$ cat src/inc/flash_regs_pkg.sv
package flash_regs_pkg;
    // Register indices; byte address is four times the index
    localparam logic [9:0] IDX_CLOCK_DIVIDER = 10'h000;
    localparam logic [9:0] IDX_SECURITY_CONFIG = 10'h001;
    localparam logic [9:0] IDX_COMMAND_OBJECT_INDEX = 10'h002;
    localparam logic [9:0] IDX_ECC_ERROR_INDEX = 10'h003;
    localparam logic [9:0] IDX_MODULE_CONFIG = 10'h004;
    localparam logic [9:0] IDX_ERROR_INTERRUPT_CONFIG = 10'h005;
    localparam logic [9:0] IDX_MODULE_STATUS = 10'h006;
    localparam logic [9:0] IDX_ERROR_STATUS = 10'h007;
    localparam logic [9:0] IDX_CMD_OBJ_HI = 10'h00a;
    localparam logic [9:0] IDX_CMD_OBJ_LO = 10'h00b;
    localparam logic [9:0] IDX_ECC_RES_HI = 10'h00c;
    localparam logic [9:0] IDX_ECC_RES_LO = 10'h00d;
    localparam logic [9:0] IDX_DF_PART_HI = 10'h010;
    localparam logic [9:0] IDX_DF_PART_LO = 10'h011;
    localparam logic [9:0] IDX_BR_PART_HI = 10'h012;
    localparam logic [9:0] IDX_BR_PART_LO = 10'h013;
    localparam logic [9:0] IDX_LAST = 10'h013;

    // Field positions
    localparam int CMD_DONE_IRQ_EN_BIT = 7;
    localparam int IGNORE_SINGLE_FAULT_BIT = 4;
    localparam int FORCE_DOUBLE_FAULT_BIT = 1;
    localparam int FORCE_SINGLE_FAULT_BIT = 0;
    localparam int CMD_DONE_FLAG_BIT = 7;
    localparam int INIT_DONE_BIT = 0;
    localparam int DOUBLE_FAULT_BIT = 1;
    localparam int SINGLE_FAULT_BIT = 0;
    localparam int DIVIDER_LOADED_BIT = 7;

    // Writable bit masks
    localparam logic [7:0] MODULE_CONFIG_MASK = 8'h93;
    localparam logic [7:0] ERR_IRQ_CONFIG_MASK = 8'hdf;
    localparam logic [7:0] INDEX_MASK = 8'h07;
    localparam logic [7:0] DIVIDER_MASK = 8'h7f;

    // Values after reset
    localparam logic [7:0] CLOCK_DIVIDER_RESET = 8'h00;
    localparam logic [7:0] SECURITY_CONFIG_RESET = 8'h00;
    localparam logic [7:0] MODULE_CONFIG_RESET = 8'h00;
    localparam logic [7:0] ERR_IRQ_CONFIG_RESET = 8'h00;
    localparam logic [2:0] INDEX_RESET = 3'h0;
    localparam logic [15:0] PARTITION_RESET = 16'hffff;

    // Nonvolatile partition fields; the duplicate sits two bytes above
    localparam logic [23:0] NV_DATAFLASH_PART_ADDR = 24'h120000;
    localparam logic [23:0] NV_BUFRAM_PART_ADDR = 24'h120004;
    localparam logic [23:0] NV_DUPLICATE_OFFSET = 24'h000002;

    localparam int ARRAY_WORDS = 8;

    typedef enum logic [1:0] {
        INIT_REQ,
        INIT_WAIT,
        INIT_DONE
    } init_state_t;
endpackage

$ cat src/inc/word_array_if.sv
`timescale 1ns/1ps
interface word_array_if;
    logic [2:0] sel;
    logic [1:0] wr_be;
    logic [15:0] wdata;
    logic [15:0] rdata;
    modport owner (output sel, output wr_be, output wdata, input rdata);
    modport store (input sel, input wr_be, input wdata, output rdata);
endinterface

$ cat src/hw/flash_regs.sv
// The APB slave port was chosen for this implementation.
`timescale 1ns/1ps
module flash_regs (
    input wire logic CLK_SYS,
    input wire logic RST,
    input wire logic PSEL,
    input wire logic PENABLE,
    input wire logic PWRITE,
    input wire logic [11:0] PADDR,
    input wire logic [31:0] PWDATA,
    input wire logic [3:0] PSTRB,
    output logic PREADY,
    output logic [31:0] PRDATA,
    output logic PSLVERR,
    input wire logic CMD_COMPLETE,
    output logic CMD_LAUNCH,
    input wire logic SINGLE_FAULT,
    input wire logic DOUBLE_FAULT,
    input wire logic ECC_WR,
    input wire logic [2:0] ECC_WR_SEL,
    input wire logic [15:0] ECC_WR_DATA,
    output logic NVM_RD_REQ,
    output logic [23:0] NVM_RD_ADDR,
    input wire logic NVM_RD_VALID,
    input wire logic [15:0] NVM_RD_DATA,
    input wire logic NVM_RD_DFAULT,
    output logic [15:0] DATAFLASH_PARTITION,
    output logic [15:0] BUFRAM_PARTITION,
    output logic INIT_DONE_OUT,
    output logic [6:0] CLOCK_DIV,
    output logic CMD_IRQ,
    output logic ERR_IRQ,
    output logic FORCE_DOUBLE,
    output logic FORCE_SINGLE
);
    import flash_regs_pkg::*;

    logic [7:0] clock_divider, next_clock_divider;
    logic [7:0] security_config, next_security_config;
    logic [2:0] cmd_word_sel, next_cmd_word_sel;
    logic [2:0] ecc_word_sel, next_ecc_word_sel;
    logic [7:0] module_config, next_module_config;
    logic [7:0] error_interrupt_config, next_error_interrupt_config;
    logic cmd_done_flag, next_cmd_done_flag;
    logic single_flag, next_single_flag;
    logic double_flag, next_double_flag;
    logic pready, next_pready;
    logic [31:0] prdata, next_prdata;
    logic pslverr, next_pslverr;
    logic launch, next_launch;
    logic cmd_irq, next_cmd_irq;
    logic err_irq, next_err_irq;

    init_state_t state, next_state;
    logic field, next_field;
    logic dup, next_dup;
    logic nv_req, next_nv_req;
    logic [23:0] nv_addr, next_nv_addr;
    logic [15:0] df_part, next_df_part;
    logic [15:0] br_part, next_br_part;
    logic init_done, next_init_done;

    logic [9:0] index;
    logic mapped;
    logic wr_ok;
    logic [7:0] wbyte;
    logic [7:0] rbyte;

    word_array_if cmd_port ();
    word_array_if ecc_port ();

    word_array command_object_array (
        .clk(CLK_SYS),
        .rst(RST),
        .port(cmd_port.store)
    );

    word_array ecc_result_array (
        .clk(CLK_SYS),
        .rst(RST),
        .port(ecc_port.store)
    );

    function automatic logic hit(input logic [9:0] idx);
        return wr_ok && (index == idx);
    endfunction

    // Word-aligned only; misaligned or out-of-span addresses answer with an error
    assign index = PADDR[11:2];
    assign mapped = (PADDR[1:0] == 2'b00) && (index <= IDX_LAST);
    // A write lands at the edge where pready is seen high, byte lane 0 only
    assign wr_ok = PSEL && PENABLE && pready && PWRITE && mapped && PSTRB[0];
    assign wbyte = PWDATA[7:0];

    // Array ports follow the live index register, so a new index counts at once
    assign cmd_port.sel = cmd_word_sel;
    assign cmd_port.wr_be = {hit(IDX_CMD_OBJ_HI), hit(IDX_CMD_OBJ_LO)};
    assign cmd_port.wdata = {wbyte, wbyte};
    // Software cannot write the result array; only the controller fills it
    assign ecc_port.sel = ECC_WR ? ECC_WR_SEL : ecc_word_sel;
    assign ecc_port.wr_be = {ECC_WR, ECC_WR};
    assign ecc_port.wdata = ECC_WR_DATA;

    always_comb begin
        unique case (index)
            IDX_CLOCK_DIVIDER: rbyte = clock_divider;
            IDX_SECURITY_CONFIG: rbyte = security_config;
            IDX_COMMAND_OBJECT_INDEX: rbyte = {5'h00, cmd_word_sel};
            IDX_ECC_ERROR_INDEX: rbyte = {5'h00, ecc_word_sel};
            IDX_MODULE_CONFIG: rbyte = module_config;
            IDX_ERROR_INTERRUPT_CONFIG: rbyte = error_interrupt_config;
            IDX_MODULE_STATUS: rbyte = {cmd_done_flag, 6'h00, init_done};
            IDX_ERROR_STATUS: rbyte = {6'h00, double_flag, single_flag};
            IDX_CMD_OBJ_HI: rbyte = cmd_port.rdata[15:8];
            IDX_CMD_OBJ_LO: rbyte = cmd_port.rdata[7:0];
            IDX_ECC_RES_HI: rbyte = ecc_port.rdata[15:8];
            IDX_ECC_RES_LO: rbyte = ecc_port.rdata[7:0];
            IDX_DF_PART_HI: rbyte = df_part[15:8];
            IDX_DF_PART_LO: rbyte = df_part[7:0];
            IDX_BR_PART_HI: rbyte = br_part[15:8];
            IDX_BR_PART_LO: rbyte = br_part[7:0];
            default: rbyte = 8'h00;
        endcase
    end

    // Bus answer: one wait cycle so the answer comes from flip-flops
    always_comb begin
        next_pready = PSEL && PENABLE && !pready;
        next_prdata = 32'h00000000;
        next_pslverr = 1'b0;
        if (PSEL && PENABLE && !pready) begin
            next_pslverr = !mapped;
            if (!PWRITE && mapped) begin
                next_prdata = {24'h000000, rbyte};
            end
        end
    end

    // Control registers; unwritable bits are masked off on every write, except the divider's loaded bit, which every write sets
    always_comb begin
        next_clock_divider = clock_divider;
        next_security_config = security_config;
        next_cmd_word_sel = cmd_word_sel;
        next_ecc_word_sel = ecc_word_sel;
        next_module_config = module_config;
        next_error_interrupt_config = error_interrupt_config;
        if (hit(IDX_CLOCK_DIVIDER)) begin
            next_clock_divider = (wbyte & DIVIDER_MASK) | (8'h01 << DIVIDER_LOADED_BIT);
        end
        if (hit(IDX_SECURITY_CONFIG)) begin
            next_security_config = wbyte;
        end
        if (hit(IDX_COMMAND_OBJECT_INDEX)) begin
            next_cmd_word_sel = wbyte[2:0] & INDEX_MASK[2:0];
        end
        if (hit(IDX_ECC_ERROR_INDEX)) begin
            next_ecc_word_sel = wbyte[2:0] & INDEX_MASK[2:0];
        end
        if (hit(IDX_MODULE_CONFIG)) begin
            next_module_config = wbyte & MODULE_CONFIG_MASK;
        end
        if (hit(IDX_ERROR_INTERRUPT_CONFIG)) begin
            next_error_interrupt_config = wbyte & ERR_IRQ_CONFIG_MASK;
        end
    end

    // Flags: write one to clear, a hardware set in the same cycle wins
    always_comb begin
        logic clr_done;
        logic set_single;
        clr_done = hit(IDX_MODULE_STATUS) && wbyte[CMD_DONE_FLAG_BIT];
        set_single = SINGLE_FAULT && !module_config[IGNORE_SINGLE_FAULT_BIT];
        // Clearing the done flag launches a command; ignored while one runs
        next_launch = clr_done && cmd_done_flag;
        next_cmd_done_flag = (cmd_done_flag && !clr_done) || CMD_COMPLETE;
        next_single_flag = (single_flag
            && !(hit(IDX_ERROR_STATUS) && wbyte[SINGLE_FAULT_BIT])) || set_single;
        next_double_flag = (double_flag
            && !(hit(IDX_ERROR_STATUS) && wbyte[DOUBLE_FAULT_BIT])) || DOUBLE_FAULT;
        next_cmd_irq = next_cmd_done_flag
            && next_module_config[CMD_DONE_IRQ_EN_BIT];
        next_err_irq = (next_single_flag && next_error_interrupt_config[SINGLE_FAULT_BIT])
            || (next_double_flag && next_error_interrupt_config[DOUBLE_FAULT_BIT]);
    end

    // Partition fields are fetched once after reset, duplicate on double fault
    always_comb begin
        next_state = state;
        next_field = field;
        next_dup = dup;
        next_nv_req = 1'b0;
        next_nv_addr = nv_addr;
        next_df_part = df_part;
        next_br_part = br_part;
        unique case (state)
            INIT_REQ: begin
                next_nv_req = 1'b1;
                next_nv_addr = (field ? NV_BUFRAM_PART_ADDR : NV_DATAFLASH_PART_ADDR)
                    + (dup ? NV_DUPLICATE_OFFSET : 24'h000000);
                next_state = INIT_WAIT;
            end
            INIT_WAIT: begin
                if (NVM_RD_VALID) begin
                    if (NVM_RD_DFAULT && !dup) begin
                        next_dup = 1'b1;
                        next_state = INIT_REQ;
                    end else begin
                        if (field) begin
                            next_br_part = NVM_RD_DATA;
                            next_state = INIT_DONE;
                        end else begin
                            next_df_part = NVM_RD_DATA;
                            next_field = 1'b1;
                            next_dup = 1'b0;
                            next_state = INIT_REQ;
                        end
                    end
                end
            end
            INIT_DONE: begin
                next_state = INIT_DONE;
            end
        endcase
        // Registered so the pin never carries decode glitches of the state
        next_init_done = (next_state == INIT_DONE);
    end

    always_ff @(posedge CLK_SYS) begin
        if (RST) begin
            clock_divider <= CLOCK_DIVIDER_RESET;
            security_config <= SECURITY_CONFIG_RESET;
            cmd_word_sel <= INDEX_RESET;
            ecc_word_sel <= INDEX_RESET;
            module_config <= MODULE_CONFIG_RESET;
            error_interrupt_config <= ERR_IRQ_CONFIG_RESET;
            cmd_done_flag <= 1'b1;
            single_flag <= 1'b0;
            double_flag <= 1'b0;
            pready <= 1'b0;
            prdata <= 32'h00000000;
            pslverr <= 1'b0;
            launch <= 1'b0;
            cmd_irq <= 1'b0;
            err_irq <= 1'b0;
            state <= INIT_REQ;
            field <= 1'b0;
            dup <= 1'b0;
            nv_req <= 1'b0;
            nv_addr <= 24'h000000;
            df_part <= PARTITION_RESET;
            br_part <= PARTITION_RESET;
            init_done <= 1'b0;
        end else begin
            clock_divider <= next_clock_divider;
            security_config <= next_security_config;
            cmd_word_sel <= next_cmd_word_sel;
            ecc_word_sel <= next_ecc_word_sel;
            module_config <= next_module_config;
            error_interrupt_config <= next_error_interrupt_config;
            cmd_done_flag <= next_cmd_done_flag;
            single_flag <= next_single_flag;
            double_flag <= next_double_flag;
            pready <= next_pready;
            prdata <= next_prdata;
            pslverr <= next_pslverr;
            launch <= next_launch;
            cmd_irq <= next_cmd_irq;
            err_irq <= next_err_irq;
            state <= next_state;
            field <= next_field;
            dup <= next_dup;
            nv_req <= next_nv_req;
            nv_addr <= next_nv_addr;
            df_part <= next_df_part;
            br_part <= next_br_part;
            init_done <= next_init_done;
        end
    end

    assign PREADY = pready;
    assign PRDATA = prdata;
    assign PSLVERR = pslverr;
    assign CMD_LAUNCH = launch;
    assign NVM_RD_REQ = nv_req;
    assign NVM_RD_ADDR = nv_addr;
    assign DATAFLASH_PARTITION = df_part;
    assign BUFRAM_PARTITION = br_part;
    assign INIT_DONE_OUT = init_done;
    assign CLOCK_DIV = clock_divider[6:0];
    assign CMD_IRQ = cmd_irq;
    assign ERR_IRQ = err_irq;
    assign FORCE_DOUBLE = module_config[FORCE_DOUBLE_FAULT_BIT];
    assign FORCE_SINGLE = module_config[FORCE_SINGLE_FAULT_BIT];
endmodule

$ cat src/hw/word_array.sv
`timescale 1ns/1ps
module word_array (
    input wire logic clk,
    input wire logic rst,
    word_array_if.store port
);
    import flash_regs_pkg::*;

    logic [15:0] words [ARRAY_WORDS];
    logic [15:0] next_words [ARRAY_WORDS];

    // Read is combinational so a fresh index is seen on the very next access
    assign port.rdata = words[port.sel];

    always_comb begin
        for (int i = 0; i < ARRAY_WORDS; i++) begin
            next_words[i] = words[i];
        end
        if (port.wr_be[1]) begin
            next_words[port.sel][15:8] = port.wdata[15:8];
        end
        if (port.wr_be[0]) begin
            next_words[port.sel][7:0] = port.wdata[7:0];
        end
    end

    always_ff @(posedge clk) begin
        for (int i = 0; i < ARRAY_WORDS; i++) begin
            if (rst) begin
                words[i] <= 16'h0000;
            end else begin
                words[i] <= next_words[i];
            end
        end
    end
endmodule

$ cat config.mk
export PLATFORM = sky130hd
export DESIGN_NAME = flash_regs
export DESIGN_NICKNAME = d
export VERILOG_FILES = /design/src/inc/flash_regs_pkg.sv /design/src/inc/word_array_if.sv /design/src/hw/flash_regs.sv /design/src/hw/word_array.sv
export SDC_FILE = /design/constraint.sdc
export NUM_CORES = 1
export LEC_CHECK = 0
export ABC_AREA = 0
export BUFFER_PORTS_ARGS = -buffer_cell sky130_fd_sc_hd__clkbuf_2
export CELL_PAD_IN_SITES_DETAIL_PLACEMENT = 1
export CELL_PAD_IN_SITES_GLOBAL_PLACEMENT = 2
export CORE_UTILIZATION = 35
export CTS_CLUSTER_SIZE = 24
export DETAILED_ROUTE_END_ITERATION = 12
export HOLD_SLACK_MARGIN = 0.1
export PLACE_DENSITY = 0.9
export SLEW_MARGIN = 5
export SYNTH_ARGS = -nofsm -noshare
export SYNTH_HDL_FRONTEND = slang
export SYNTH_SLANG_ARGS = --single-unit
$ cat constraint.sdc
create_clock -name CLK_SYS -period 2.9 [get_ports CLK_SYS]
set_input_delay 0.145 -clock CLK_SYS [delete_from_list [all_inputs] [get_ports CLK_SYS]]
set_output_delay 0.145 -clock CLK_SYS [all_outputs]
set_load 0.01 [all_outputs]
==> impl_metrics.env <==
export IMPL_maxSlewHeadroom_pct=35.7
export IMPL_synth_cells=1959
export IMPL_final_common_cell="nand2_1"
export IMPL_p_comb_share_pct=6.9
export IMPL_root_buffer="clkbuf_16"
export IMPL_m1WireLength_um=24400
export IMPL_synth_area_leaders="dfxtp_1 43%, nand2_1 10%, mux2i_1 7.4%"
export IMPL_synth_fa_ha_area_share_pct=0.230
export IMPL_power_share_switching_pct=23.8
export IMPL_ys_types=55
export IMPL_met3_length_um=3380
export IMPL_syn_cell_area_sq_mm=0.0163
export IMPL_power_switching_uw=2600
export IMPL_power_density_mw_per_mm2=567
export IMPL_numPortBuffers=126
export IMPL_top_layer="met4"
export IMPL_fp_dieW_um=218
export IMPL_mostFrequentLayoutCells="434 x nand2_1, 348 x dfxtp_1, 230 x a21oi_1"
export IMPL_place_gp_congestion=0.878
export IMPL_crit_buf_inv=4
export IMPL_crit_path_frequent_cell="dlygate4sd3_1"
export IMPL_grt_overflow=0
export IMPL_dp_cells=2563
export IMPL_drive_above_1_share_pct=16.1
export IMPL_routed_wl_um=57400
export IMPL_wl_per_cell_um=21.4
export IMPL_finalSetupViolCount=0
export IMPL_die_area_sq_mm=0.0474
export IMPL_yosysSeqAreaShare_pct=42.9
export IMPL_initial_core_util_pct=35.7
export IMPL_numCtsBuffers=40
export IMPL_cp_start_kind="primary input"
export IMPL_fin_crit_ps=2800
export IMPL_dr_first_iter_drc_count=984
export IMPL_muxShareOfSynthArea_pct=12.8
export IMPL_io_pin_count=198
export IMPL_rows=78
export IMPL_cp_data_arrival_time_ps=3260
export IMPL_grt_pass1_vias=15500
export IMPL_synth_edf_count=0
export IMPL_slowest_delay_ps=580
export IMPL_tightest_slew_ps=964
export IMPL_setup_tns_ps=0
export IMPL_path_clk_slew_ps=60
export IMPL_cpMaxStageDelayCell="dlygate4sd3_1"
export IMPL_cp_required_ps=3360
export IMPL_finalMaxSlewViolations=0
export IMPL_fillers=5431
export IMPL_antenna_found_initial=2
export IMPL_drc=0
export IMPL_cp_top_family="buffers and inverters"
export IMPL_synth_ff_type="dfxtp_1"
export IMPL_final_core_util_pct=42.1
export IMPL_core_sq_mm=0.0457
export IMPL_vias=14900
export IMPL_leakagePower_uw=0.00711
export IMPL_drt_pass1_iter_count=5
export IMPL_clockBufferDepth=3
export IMPL_drv_cap=0
export IMPL_synth_largest_area_cell="dfxtp_1"
export IMPL_ant_nets=0
export IMPL_cts_tree="yes"
export IMPL_grt_pass1_wl_um=87900
export IMPL_netlist_area_leader_share_pct=42.9
export IMPL_internal_power_uw=8320
export IMPL_synth_compound_area_share_pct=12.8
export IMPL_grtUsageTotal_pct=23.7
export IMPL_clock_power_share_pct=48.4
export IMPL_min_path_type="in -> reg"
export IMPL_synth_avg_cell_area_sq_um=8.32
export IMPL_layout_cells_non_filler=2681
export IMPL_hpwl_um=37600
export IMPL_nNetsFinal=2148
export IMPL_crit_fanout=8
export IMPL_die_h_um=218
export IMPL_worstSetupEndpointType="flip-flop"
export IMPL_clock_sinks=349
export IMPL_yosysWarnings=0
export IMPL_fin_worst_skew_ps=14.4
export IMPL_hold_violations=0
export IMPL_seqPwrFrac_pct=44.7
export IMPL_power_uw=10900
export IMPL_fmax_mhz=358
export IMPL_outcome="complete, no violations"
export IMPL_synth_seq_cells=349
export IMPL_rsz0062_at_grt="no"
export IMPL_grt_max_degree=105
export IMPL_via_per_inst=5.54
export IMPL_irDropWorstVdd_mv=0.380
export IMPL_cts_htree_levels=2
export IMPL_area_growth_pct=18.1
export IMPL_synth_top_family_by_area="simple AND/OR/NAND/NOR gates"
export IMPL_finalCritPeriodShare_pct=96.4
export IMPL_yosys_area_share_xor_xnor_pct=0.0537
export IMPL_clk_latency_ps=550
export IMPL_synthSimpleGateAreaFrac_pct=23.8
export IMPL_crit_path_cell_trace="dlygate4sd3_1, clkbuf_2, or2_2, dlygate4sd3_1, or4_4, nor4_4, buf_4, nand3_2, mux2i_1"
export IMPL_synth_async_sr_flop_share_pct=0
export IMPL_met2WireLength_um=27700
export IMPL_path_class="in -> reg"
-- tightest hold or removal path, delay by kind of cell --
kind,cells,cell delay (ps)
AOI/OAI and AO/OA,1,60
buffers and inverters,1,270
and+or+nand+nor,1,150
-- path summary, 6_finish.rpt --
| check | startpoint | endpoint | slack (ps) | cells past startpoint |
|---|---|---|---|---|
| worst min-delay path | PWDATA[3] | command_object_array.words[6][11] | 130 | 3 |
| worst max register to register | ecc_word_sel[2] | ecc_result_array.words[5][11] | 580 | 7 |
| worst min register to register | ecc_result_array.words[1][13] | ecc_result_array.words[1][13] | 450 | 2 |
| worst max-delay path | PADDR[1] | command_object_array.words[1][12] | 100 | 9 |
-- synthesized netlist by cell type, drive strengths merged (10+ instances only) --
cell and instances:
nand4 56, nand2 434, mux2i 121, clkbuf 149, nand2b 84, nor2b 10
mux2 10, nand3b 34, nand3 101, dfxtp 349, mux4 34, nor2 36
a32oi 16, o21ai 92, a21oi 230, buf 92
-- power groups by stage --
stage,sequential (uW),combinational (uW),clock [uW]
global route,4890,805,5550
finish,4890,754,5280
detailed placement,4990,690,0
floorplan,4990,469,0
global placement,4990,673,0
CTS,4890,742,5380
-- area by class of cell --
type                            instances  area, sq um  area share (%)
Multi-Input combinational cell       1403         8350            43.4
Sequential cell                       349         6990            36.3
Clock inverter                         14          203            1.05
Antenna cell                            2         5.00          0.0260
Clock buffer                           56         1150            5.99
Inverter                                9         33.8           0.175
Timing Repair Buffer                  248         1770            9.20
Tap cell                              600          751            3.90
-- logic make-up after synthesis --
| kind of cell | Yosys count |
|---|---|
| AO/OA/AOI/OAI | 379 |
| XOR/XNOR | 1 |
| adder cells (fa/ha/maj) | 3 |
| buffers and inverters | 250 |
| flip-flops | 349 |
| multiplexers | 165 |
| other | 1 |
| AND/OR/NAND/NOR | 811 |
-- routing by layer --
metal,vias to the layer above,GRT usage [%]
li1,6850,-
met1,7429,29.7
met2,455,40.7
met3,120,3.74
met4,0,8.95
met5,-,0
-- state kept, by name, indices dropped and copies added, names as in the netlist, 2 cells and up, named ones only --
register / flops
security_config: 8
command_object_array.words: 128
ecc_word_sel: 3
PRDATA: 8
DATAFLASH_PARTITION: 16
clock_divider: 8
BUFRAM_PARTITION: 16
cmd_port.sel: 3
module_config: 4
ecc_result_array.words: 128
state: 2
error_interrupt_config: 7
NVM_RD_ADDR: 3
-- repair_timing --
action                                 in CTS  in global routing
setup buffers                               0                  0
endpoints found under the hold margin     214                  8
resized for setup                           0                  1
setup endpoints to repair                   0                  4
hold buffers                               45                  1
-- metrics by stage --
step           worst slack [ps]  area, sq um  hold slack [ps]
6_report                    105        19200              130
3_3_place_gp                422        17400              357
2_1_floorplan               664        16500              258
4_1_cts                    87.5        19200              113
5_1_grt                    29.9        19200              126
3_5_place_dp                374        17400              361
No activity file was read; power rests on OpenSTA's default activity.
